**src/hdl/ccr_pkg.sv**
```systemverilog
// Overview of operation
// - Core rate equals 2M times input over 2N
// - Loop input is input clock, halved when enabled
// - Peripheral clock runs at half core rate
// - Memory clock ratio from control bits 20 to 18
// - Each serial clock divides core by own field
// - SPI clock divides core by baud value
// - Ratio pins set startup ratio during reset
// - Core reset holds 4096 input plus 2 core cycles
// - Late reset release may add one input cycle
// - Loop locks within 100 us at power-up
`default_nettype none
package ccr_pkg;

  // ----------------------------------------------------------------
  // Timing
  // ----------------------------------------------------------------
  localparam int CLK_MHZ           = 100;
  localparam int LOCK_TIME_US      = 100;
  localparam int LOCK_CYC          = LOCK_TIME_US * CLK_MHZ;
  localparam int LOCK_STABLE       = 4;
  localparam int CORE_RST_IN_CYC   = 4096;
  localparam int CORE_RST_CORE_CYC = 2;
  localparam int VCO_MAX_MHZ       = 800;
  localparam int SP_NUM            = 2;
  localparam int DIV_W             = 16;

  // ----------------------------------------------------------------
  // Register map
  // ----------------------------------------------------------------
  localparam logic [7:0] PWR_OFS    = 8'h00;
  localparam logic [7:0] SDIV0_OFS  = 8'h04;
  localparam logic [7:0] SPIBR_OFS  = 8'h0C;
  localparam logic [7:0] STATUS_OFS = 8'h10;

  localparam int MULT_LSB  = 0;
  localparam int MULT_W    = 6;
  localparam int LDIV_LSB  = 6;
  localparam int LDIV_W    = 2;
  localparam int INDIV_BIT = 8;
  localparam int MEMR_LSB  = 18;
  localparam int MEMR_W    = 3;
  localparam logic [15:0] MEMR_BASE = 16'h0002;

  localparam logic [31:0] PWR_RST   = 32'h0000_0040;
  localparam logic [15:0] SDIV_RST  = 16'h0004;
  localparam logic [15:0] SPIBR_RST = 16'h0004;

  // Startup multiplier per ratio pin code
  localparam logic [5:0] STRAP_MULT [4] = '{6'h08, 6'h10, 6'h20, 6'h04};

  // ----------------------------------------------------------------
  // State types
  // ----------------------------------------------------------------
  typedef enum logic [3:0] {
    RR_HOLD  = 4'b0001,
    RR_COUNT = 4'b0010,
    RR_CORE  = 4'b0100,
    RR_RUN   = 4'b1000
  } ccr_rr_state_t;

  typedef struct packed {
    ccr_rr_state_t state;
    logic [12:0]   cnt;
    logic          rst;
  } ccr_rr_st_t;

  typedef struct packed {
    logic [DIV_W-1:0] cnt;
    logic             tick;
  } ccr_div_st_t;

  typedef struct packed {
    logic [2:0]                   clk_sy;
    logic [1:0]                   rst_sy;
    logic [1:0]                   cfg_s1;
    logic [1:0]                   cfg_s2;
    logic                         half;
    logic [15:0]                  per_cnt;
    logic [15:0]                  period;
    logic [2:0]                   stable;
    logic                         locked;
    logic [15:0]                  lock_cnt;
    logic                         lock_to;
    logic [31:0]                  acc;
    logic                         core_tick;
    logic [31:0]                  pwr;
    logic [SP_NUM-1:0][DIV_W-1:0] sdiv;
    logic [DIV_W-1:0]             spibr;
    logic                         ack;
    logic [31:0]                  rdata;
  } ccr_top_st_t;

endpackage
`default_nettype wire

```
**src/hdl/ccr_tick_div.sv**
```systemverilog
`timescale 1ns/1ps
`default_nettype none
module ccr_tick_div (
  input  wire logic                       clk_i,
  input  wire logic                       rst_i,
  input  wire logic                       en_i,
  input  wire logic [ccr_pkg::DIV_W-1:0]  ratio_i,
  output logic                            tick_o
);

  ccr_pkg::ccr_div_st_t s_r;
  ccr_pkg::ccr_div_st_t s_nxt;
  logic [ccr_pkg::DIV_W-1:0] last;

  // ----------------------------------------------------------------
  // One tick every ratio enables; ratio zero acts as one
  // ----------------------------------------------------------------
  always_comb
  begin
    s_nxt = s_r;
    last = (ratio_i == '0) ? '0 : ratio_i - 1'b1;
    s_nxt.tick = 1'b0;
    if (en_i)
    begin
      if (s_r.cnt >= last)
      begin
        s_nxt.cnt = '0;
        s_nxt.tick = 1'b1;
      end
      else
      begin
        s_nxt.cnt = s_r.cnt + 1'b1;
      end
    end
  end

  always_ff @(posedge clk_i)
  begin
    if (rst_i)
      s_r <= '0;
    else
      s_r <= s_nxt;
  end

  assign tick_o = s_r.tick;

endmodule
`default_nettype wire

```
**src/hdl/ccr_rst_release.sv**
```systemverilog
`timescale 1ns/1ps
`default_nettype none
module ccr_rst_release #(
  parameter int N_IN = ccr_pkg::CORE_RST_IN_CYC
) (
  input  wire logic clk_i,
  input  wire logic rst_i,
  input  wire logic pin_low_i,
  input  wire logic in_tick_i,
  input  wire logic core_tick_i,
  output logic      core_rst_o
);

  ccr_pkg::ccr_rr_st_t s_r;
  ccr_pkg::ccr_rr_st_t s_nxt;

  always_comb
  begin
    s_nxt = s_r;
    unique case (s_r.state)
      ccr_pkg::RR_HOLD:
      begin
        s_nxt.cnt = '0;
        s_nxt.state = ccr_pkg::RR_COUNT;
      end
      ccr_pkg::RR_COUNT:
      begin
        if (in_tick_i)
        begin
          if (s_r.cnt == 13'(N_IN - 1))
          begin
            s_nxt.cnt = '0;
            s_nxt.state = ccr_pkg::RR_CORE;
          end
          else
            s_nxt.cnt = s_r.cnt + 1'b1;
        end
      end
      ccr_pkg::RR_CORE:
      begin
        if (core_tick_i)
        begin
          if (s_r.cnt == 13'(ccr_pkg::CORE_RST_CORE_CYC - 1))
            s_nxt.state = ccr_pkg::RR_RUN;
          else
            s_nxt.cnt = s_r.cnt + 1'b1;
        end
      end
      ccr_pkg::RR_RUN:
        s_nxt.state = ccr_pkg::RR_RUN;
      default:
        s_nxt.state = ccr_pkg::RR_HOLD;
    endcase
    if (pin_low_i)
    begin
      s_nxt.state = ccr_pkg::RR_HOLD;
      s_nxt.cnt = '0;
    end
    s_nxt.rst = (s_nxt.state != ccr_pkg::RR_RUN);
  end

  always_ff @(posedge clk_i)
  begin
    if (rst_i)
    begin
      s_r.state <= ccr_pkg::RR_HOLD;
      s_r.cnt   <= '0;
      s_r.rst   <= 1'b1;
    end
    else
      s_r <= s_nxt;
  end

  assign core_rst_o = s_r.rst;

endmodule
`default_nettype wire

```
**src/hdl/ccr_top.sv**
```systemverilog
// Local design decisions: the register offsets and the Wishbone slave port.
`timescale 1ns/1ps
`default_nettype none
module ccr_top #(
  parameter int LOCK_CYC = ccr_pkg::LOCK_CYC,
  parameter int N_IN     = ccr_pkg::CORE_RST_IN_CYC
) (
  input  wire logic                       clk_i,
  input  wire logic                       rst_i,
  input  wire logic                       input_clock_i,
  input  wire logic                       reset_pin_n_i,
  input  wire logic [1:0]                 ratio_select_pins_i,
  input  wire logic                       wb_cyc_i,
  input  wire logic                       wb_stb_i,
  input  wire logic                       wb_we_i,
  input  wire logic [7:0]                 wb_adr_i,
  input  wire logic [3:0]                 wb_sel_i,
  input  wire logic [31:0]                wb_dat_i,
  output logic [31:0]                     wb_dat_o,
  output logic                            wb_ack_o,
  output logic                            core_tick_o,
  output logic                            periph_tick_o,
  output logic                            mem_tick_o,
  output logic [ccr_pkg::SP_NUM-1:0]      serial_tick_o,
  output logic                            spi_tick_o,
  output logic                            core_rst_o,
  output logic                            pll_locked_o
);

  ccr_pkg::ccr_top_st_t s_r;
  ccr_pkg::ccr_top_st_t s_nxt;

  logic        in_rise;
  logic        loop_tick;
  logic        pin_low;
  logic        req;
  logic [5:0]  mult;
  logic [1:0]  ldiv;
  logic [31:0] thr;
  logic [31:0] sum;
  logic [15:0] per_new;
  logic        close;
  logic        vco_over;
  logic [15:0] mem_ratio;

  function automatic logic [31:0] wmerge(input logic [31:0] old, input logic [31:0] dat,
                                         input logic [3:0] sel);
    logic [31:0] r;
    r = old;
    for (int b = 0; b < 4; b++)
    begin
      if (sel[b])
        r[8*b +: 8] = dat[8*b +: 8];
    end
    return r;
  endfunction

  // ----------------------------------------------------------------
  // Decoded fields
  // ----------------------------------------------------------------
  assign in_rise   = s_r.clk_sy[1] & ~s_r.clk_sy[2];
  assign pin_low   = ~s_r.rst_sy[1];
  assign req       = wb_cyc_i & wb_stb_i & ~s_r.ack;
  assign mult      = s_r.pwr[ccr_pkg::MULT_LSB +: ccr_pkg::MULT_W];
  assign ldiv      = s_r.pwr[ccr_pkg::LDIV_LSB +: ccr_pkg::LDIV_W];
  assign mem_ratio = 16'(s_r.pwr[ccr_pkg::MEMR_LSB +: ccr_pkg::MEMR_W])
                     + ccr_pkg::MEMR_BASE;
  // Loop input is every rising input edge, or every other one when halved
  assign loop_tick = in_rise & (~s_r.pwr[ccr_pkg::INDIV_BIT] | s_r.half);
  assign per_new   = s_r.per_cnt + 16'h0001;
  assign close     = (per_new == s_r.period) || (per_new == s_r.period + 16'h0001)
                     || (per_new + 16'h0001 == s_r.period);
  // Core ticks: 2M per cycle against 2N times the loop period
  assign thr = 32'(2 * ((ldiv == 2'h0) ? 2'h1 : ldiv)) * 32'(s_r.period);
  assign sum = s_r.acc + 32'(2 * mult);
  // Oscillator above maximum: 2*M*CLK_MHZ/P > VCO_MAX_MHZ
  assign vco_over = (32'(2 * ccr_pkg::CLK_MHZ) * 32'(mult))
                    > (32'(ccr_pkg::VCO_MAX_MHZ) * 32'(s_r.period));

  // ----------------------------------------------------------------
  // Next state
  // ----------------------------------------------------------------
  always_comb
  begin
    s_nxt = s_r;
    s_nxt.clk_sy = {s_r.clk_sy[1:0], input_clock_i};
    s_nxt.rst_sy = {s_r.rst_sy[0], reset_pin_n_i};
    s_nxt.cfg_s1 = ratio_select_pins_i;
    s_nxt.cfg_s2 = s_r.cfg_s1;
    s_nxt.core_tick = 1'b0;

    // Input divide stage
    if (in_rise)
      s_nxt.half = ~s_r.half;

    // Loop period measurement and lock
    if (loop_tick)
    begin
      s_nxt.per_cnt = '0;
      s_nxt.period = per_new;
      if (close)
      begin
        if (s_r.stable != 3'(ccr_pkg::LOCK_STABLE))
          s_nxt.stable = s_r.stable + 3'h1;
        else
          s_nxt.locked = 1'b1;
      end
      else
      begin
        s_nxt.stable = '0;
        s_nxt.locked = 1'b0;
      end
    end
    else if (s_r.per_cnt != 16'hFFFF)
      s_nxt.per_cnt = per_new;
    else
    begin
      s_nxt.stable = '0;
      s_nxt.locked = 1'b0;
    end

    // Lock watchdog
    if (!s_r.locked && !s_r.lock_to)
    begin
      if (s_r.lock_cnt == 16'(LOCK_CYC - 1))
        s_nxt.lock_to = 1'b1;
      else
        s_nxt.lock_cnt = s_r.lock_cnt + 16'h0001;
    end

    // Core clock synthesis
    if (s_r.locked)
    begin
      if (sum >= thr)
      begin
        s_nxt.core_tick = 1'b1;
        s_nxt.acc = (sum - thr >= thr) ? '0 : sum - thr;
      end
      else
        s_nxt.acc = sum;
    end
    else
      s_nxt.acc = '0;

    // Register bus
    s_nxt.ack = req;
    s_nxt.rdata = '0;
    if (req && wb_we_i)
    begin
      if (wb_adr_i == ccr_pkg::PWR_OFS)
        s_nxt.pwr = wmerge(s_r.pwr, wb_dat_i, wb_sel_i);
      if (wb_adr_i == ccr_pkg::SPIBR_OFS)
        s_nxt.spibr = 16'(wmerge({16'h0000, s_r.spibr}, wb_dat_i, wb_sel_i));
      for (int i = 0; i < ccr_pkg::SP_NUM; i++)
      begin
        if (wb_adr_i == ccr_pkg::SDIV0_OFS + 8'(4 * i))
          s_nxt.sdiv[i] = 16'(wmerge({16'h0000, s_r.sdiv[i]}, wb_dat_i, wb_sel_i));
      end
    end
    else if (req)
    begin
      if (wb_adr_i == ccr_pkg::PWR_OFS)
        s_nxt.rdata = s_r.pwr;
      if (wb_adr_i == ccr_pkg::SPIBR_OFS)
        s_nxt.rdata = {16'h0000, s_r.spibr};
      if (wb_adr_i == ccr_pkg::STATUS_OFS)
        s_nxt.rdata = {26'h000_0000, s_r.cfg_s2, vco_over, s_r.lock_to,
                       core_rst_o, s_r.locked};
      for (int i = 0; i < ccr_pkg::SP_NUM; i++)
      begin
        if (wb_adr_i == ccr_pkg::SDIV0_OFS + 8'(4 * i))
          s_nxt.rdata = {16'h0000, s_r.sdiv[i]};
      end
    end

    // Startup ratio follows the pins while reset is held
    if (pin_low)
    begin
      s_nxt.pwr[ccr_pkg::MULT_LSB +: ccr_pkg::MULT_W] = ccr_pkg::STRAP_MULT[s_r.cfg_s2];
      s_nxt.pwr[ccr_pkg::LDIV_LSB +: ccr_pkg::LDIV_W] = 2'h1;
      s_nxt.pwr[ccr_pkg::INDIV_BIT] = 1'b0;
    end
  end

  always_ff @(posedge clk_i)
  begin
    if (rst_i)
    begin
      s_r       <= '0;
      s_r.pwr   <= ccr_pkg::PWR_RST;
      s_r.sdiv  <= {ccr_pkg::SP_NUM{ccr_pkg::SDIV_RST}};
      s_r.spibr <= ccr_pkg::SPIBR_RST;
    end
    else
      s_r <= s_nxt;
  end

  // ----------------------------------------------------------------
  // Derived clocks
  // ----------------------------------------------------------------
  ccr_tick_div u_periph (
    .clk_i   (clk_i),
    .rst_i   (rst_i),
    .en_i    (s_r.core_tick),
    .ratio_i (16'h0002),
    .tick_o  (periph_tick_o)
  );

  ccr_tick_div u_mem (
    .clk_i   (clk_i),
    .rst_i   (rst_i),
    .en_i    (s_r.core_tick),
    .ratio_i (mem_ratio),
    .tick_o  (mem_tick_o)
  );

  for (genvar g = 0; g < ccr_pkg::SP_NUM; g++)
  begin : g_sp
    ccr_tick_div u_sp (
      .clk_i   (clk_i),
      .rst_i   (rst_i),
      .en_i    (s_r.core_tick),
      .ratio_i (s_r.sdiv[g]),
      .tick_o  (serial_tick_o[g])
    );
  end

  ccr_tick_div u_spi (
    .clk_i   (clk_i),
    .rst_i   (rst_i),
    .en_i    (s_r.core_tick),
    .ratio_i (s_r.spibr),
    .tick_o  (spi_tick_o)
  );

  // ----------------------------------------------------------------
  // Core reset release
  // ----------------------------------------------------------------
  ccr_rst_release #(
    .N_IN (N_IN)
  ) u_rr (
    .clk_i       (clk_i),
    .rst_i       (rst_i),
    .pin_low_i   (pin_low),
    .in_tick_i   (in_rise),
    .core_tick_i (s_r.core_tick),
    .core_rst_o  (core_rst_o)
  );

  assign wb_dat_o     = s_r.rdata;
  assign wb_ack_o     = s_r.ack;
  assign core_tick_o  = s_r.core_tick;
  assign pll_locked_o = s_r.locked;

endmodule
`default_nettype wire

```
**config.mk**
```make
export PLATFORM = sky130hd
export DESIGN_NAME = ccr_top
export DESIGN_NICKNAME = d
export VERILOG_FILES = /design/src/hdl/ccr_pkg.sv /design/src/hdl/ccr_tick_div.sv /design/src/hdl/ccr_rst_release.sv /design/src/hdl/ccr_top.sv
export SDC_FILE = /design/constraint.sdc
export NUM_CORES = 1
export LEC_CHECK = 0
export ABC_AREA = 1
export ABC_CLOCK_PERIOD_IN_PS = 9380
export BUFFER_PORTS_ARGS = -buffer_cell sky130_fd_sc_hd__buf_2
export CAP_MARGIN = 10
export CORE_AREA = 2 2 242 244
export CTS_CLUSTER_SIZE = 8
export DETAILED_ROUTE_END_ITERATION = 12
export DIE_AREA = 0 0 244 246
export HOLD_SLACK_MARGIN = 0.12
export PLACE_DENSITY = 0.67
export SLEW_MARGIN = 20
export SYNTH_ARGS = -nofsm -noshare
export SYNTH_HDL_FRONTEND = slang
export SYNTH_SLANG_ARGS = --single-unit
```
**constraint.sdc**
```tcl
create_clock -name clk_i -period 9.38 [get_ports clk_i]
set_clock_uncertainty 0.2 [all_clocks]
set_input_delay 1.407 -clock clk_i [delete_from_list [all_inputs] [get_ports clk_i]]
set_output_delay 1.407 -clock clk_i [all_outputs]
set_load 0.01 [all_outputs]
```
==> flow_summary.ini <==
[sta]
fin_setup_tns_ns = 0
fmax_mhz = 159.1
period_needed_ns = 6.285
tightestPinTransition_ns = 1.012
rsz0062_at_grt = no
final-setup-viol-count = 0
relSlewSlack = 0.3245
slew_viol_final = 0
hold_viol = 0
finalCritPeriodShare = 0.6700

[floorplan]
die_h_um = 246
rows = 88
die_w_um = 244
initial_core_util = 0.3962
ioPinCount = 94
coreArea_um2 = 57370
die_area_um2 = 60020

[grt]
grt_max_degree = 76
grt_pass1_vias = 19360
antenna_found_initial = 2
grt_usage = 0.1952
globalRouteOverflowTotal = 0
grt_pass1_wl_um = 96420

[place]
place_hpwl_um = 46290
portBuffers = 93
place.gp.congestion = 0.9303

[final_layout]
utilization = 0.4362
nets = 3683
layout-drive-gt1-share = 0.08826
layout-area-overhead-vs-synth_pct = 10.10

[detailed_routing]
route.detailed.drc = 0
vias_per_cell = 5.048
drt-met1-wl_um = 28710
met2WireLength_um = 26100
wl_met3_um = 3273
highest_layer = met4
routed_wl_um = 59540
post_drt_wl_per_cell_um = 14.30
dr_total_vias = 21030
dr.pass1.iters = 5
first_iter_violations = 1439
detail-route-antenna-nets = 0

[clock_network]
numCtsBuffers = 45
clock_path_buffers = 3
h-tree-depth = 2
post-cts-setup-buffer-count = 0
cts_resized = 0
tritoncts = done
cts.sink_count = 311
hold_buffers = 0
cts_root_buf = clkbuf_16
clk_pin_slew_worst_paths_ns = 0.05
clock_latency_ns = 0.58

[synth]
ys_seq_area_frac = 0.2739
synth_edf_count = 0
yosysWarnings = 0
avgSynthCellArea_um2 = 6.844
synth.distinct_cells = 62
ys_ff_latch = 311
async_flop_share = 0
synth_flop_cell = dfxtp_1
syn_area_um2 = 22730
syn_inst = 3321

[pwr]
combPwrFrac = 0.084
p_switching_mw = 0.7745
irDropWorstVdd_mv = 0.1117
seq_power_share = 0.436
switching_share = 0.2510
internal_power_mw = 2.311
power_mw = 3.086
clkPwrFrac = 0.480
p_per_area_nw_per_um2 = 123.3
p_leak_nw = 11.52

[critical_path]
cp-end-kind = register
required_ns = 9.67
rr_startpoint = ldiv[1]
cp_max_fo = 18
crit_start = ldiv[1]
start_kind = register
crit_type = register to register
cp_data_arrival_time_ns = 6.57

[min_path]
hold_class = register to register
min_from = s_nxt[207]

[job]
drv_cap = 0

[status]
status = completed
## state kept, by name, summed over array words and instances, names as in the netlist
| signal | cells |
|---|---|
| g_sp.u_sp.s_r | 32 |
| ldiv | 2 |
| pll_locked_o | 1 |
| wb_ack_o | 1 |
| u_spi.tick_o | 1 |
| u_periph.s_r | 16 |
| u_mem.tick_o | 1 |
| u_rr.core_rst_o | 1 |
| core_tick_o | 1 |
| s_nxt | 5 |
| u_rr.s_r | 17 |
| u_mem.s_r | 16 |
| s_r | 160 |
| wb_dat_o | 32 |
| g_sp.u_sp.tick_o | 2 |
| u_periph.tick_o | 1 |
| mult | 6 |
| u_spi.s_r | 16 |
## power by group through the flow
stage	combinational, mW	sequential, mW	clock [mW]
3_5_place_dp	0.254	1.37	0
5_1_grt	0.290	1.34	1.57
6_report	0.258	1.35	1.48
4_1_cts	0.256	1.34	1.52
2_1_floorplan	0.183	1.37	0
3_3_place_gp	0.254	1.37	0
## worst max-delay path: stages (launching register included)
cell	delay [ns]
dfxtp_1	0.66
inv_1	0.11
nor2_1	0.71
nor2_1	0.09
ha_1	0.39
nand2_1	0.12
nand3_1	0.17
a21oi_1	0.21
xor2_1	0.28
ha_1	0.36
a21o_1	0.22
nand3_1	0.06
nand3_1	0.08
nand3b_1	0.24
nand2_1	0.13
nand2_2	0.08
nand2_1	0.12
a21oi_1	0.07
nor2_1	0.11
xor2_1	0.26
ha_1	0.29
nand3_2	0.09
nor2_2	0.05
nor3_4	0.72
nand3_1	0.17
a21oi_1	0.17
## Yosys cell counts, types with 11 or more instances
cell type / number / share of area
nand2_1: 631 / 0.10
o21ai_0: 181 / 0.040
a211oi_1: 18 / 0.0059
nor2_2: 19 / 0.0052
o22ai_1: 21 / 0.0058
fa_1: 15 / 0.013
ha_1: 221 / 0.12
nor4_1: 25 / 0.0069
xnor2_1: 41 / 0.016
clkbuf_1: 40 / 0.0066
nand3_2: 27 / 0.012
a21o_1: 11 / 0.0036
xor2_1: 112 / 0.043
nor2_1: 403 / 0.067
dfxtp_1: 311 / 0.27
nand2_2: 31 / 0.0085
a21oi_1: 197 / 0.043
a31oi_1: 18 / 0.0050
nand4_1: 60 / 0.017
buf_1: 11 / 0.0018
buf_4: 34 / 0.011
o211ai_1: 13 / 0.0043
nor3_1: 98 / 0.022
nand3_1: 171 / 0.038
inv_1: 488 / 0.081
a21oi_2: 11 / 0.0042
inv_2: 15 / 0.0025
## worst paths after layout
| kind | end | slack, ns | depth (start not counted) |
|---|---|---|---|
| worst max register to register | s_r[117] | 3.10 | 25 |
| worst min register to register | s_nxt[208] | 0.20 | 2 |
| worst min-delay path | s_nxt[208] | 0.20 | 2 |
| worst max-delay path | s_r[117] | 3.10 | 25 |
## cell families (layout without fill, tap and decap cells)
kind of cell / count (synthesis) / count (layout) / synth area share
and+or+nand+nor: 1515 / 1515 / 0.2990
adders and majority gates: 236 / 236 / 0.1349
AOI/OAI and AO/OA: 507 / 507 / 0.1251
buffers and inverters: 596 / 662 / 0.1056
DFF: 311 / 311 / 0.2739
xor gates and xnor gates: 155 / 155 / 0.06138
other: 1 / 14 / 0.0001650
## per-stage QoR
| stage | hold slack, ns | instances | instance area (µm²) | worst slack [ns] |
|---|---|---|---|---|
| 2_1_floorplan | 0.1883 | 3333 | 22770 | 4.420 |
| 3_3_place_gp | 0.2054 | 4112 | 23790 | 3.319 |
| 3_5_place_dp | 0.2004 | 4112 | 23790 | 3.202 |
| 4_1_cts | 0.2074 | 4164 | 25020 | 3.174 |
| 5_1_grt | 0.2164 | 4165 | 25020 | 2.470 |
| 6_report | 0.2023 | 4165 | 25020 | 3.095 |
## placed cells by master, fill, tap and decap left out, types with 3 or more instances in the layout
cell         n
nand2_1    631
inv_1      487
nor2_1     402
dfxtp_1    311
ha_1       221
a21oi_1    197
o21ai_0    181
nand3_1    171
xor2_1     112
nor3_1      98
buf_2       93
nand4_1     60
clkbuf_16   45
xnor2_1     41
nand2_2     31
nand3_2     27
nor4_1      23
o22ai_1     21
nor2_2      20
a31oi_1     18
a211oi_1    18
inv_2       16
fa_1        15
o211ai_1    13
conb_1      13
a21o_1      11
a21oi_2     11
o21bai_1    10
or2_2       10
buf_4       10
nand3b_1     9
nand2_4      7
nor3b_1      7
o21a_1       6
nor2_4       5
nor3_2       5
a21boi_0     4
clkinv_1     3
nor4_2       3
## final cells by class
type | count | area [µm²]
Inverter | 507 | 1906
Fill cell | 5961 | 32340
Tap cell | 765 | 957.2
Clock inverter | 4 | 71.32
Timing Repair Buffer | 103 | 540.5
Sequential cell | 311 | 6226
Multi-Input combinational cell | 2426 | 14160
Antenna cell | 1 | 2.502
Clock buffer | 48 | 1157
## metal layers
metal,GRT usage,vias to the layer above
met2,0.3120,485
met3,0.03094,103
li1,-,10910
met4,0.05972,0
met5,0,-
met1,0.2693,9531
Note: power is estimated with default switching activity, not from simulation.
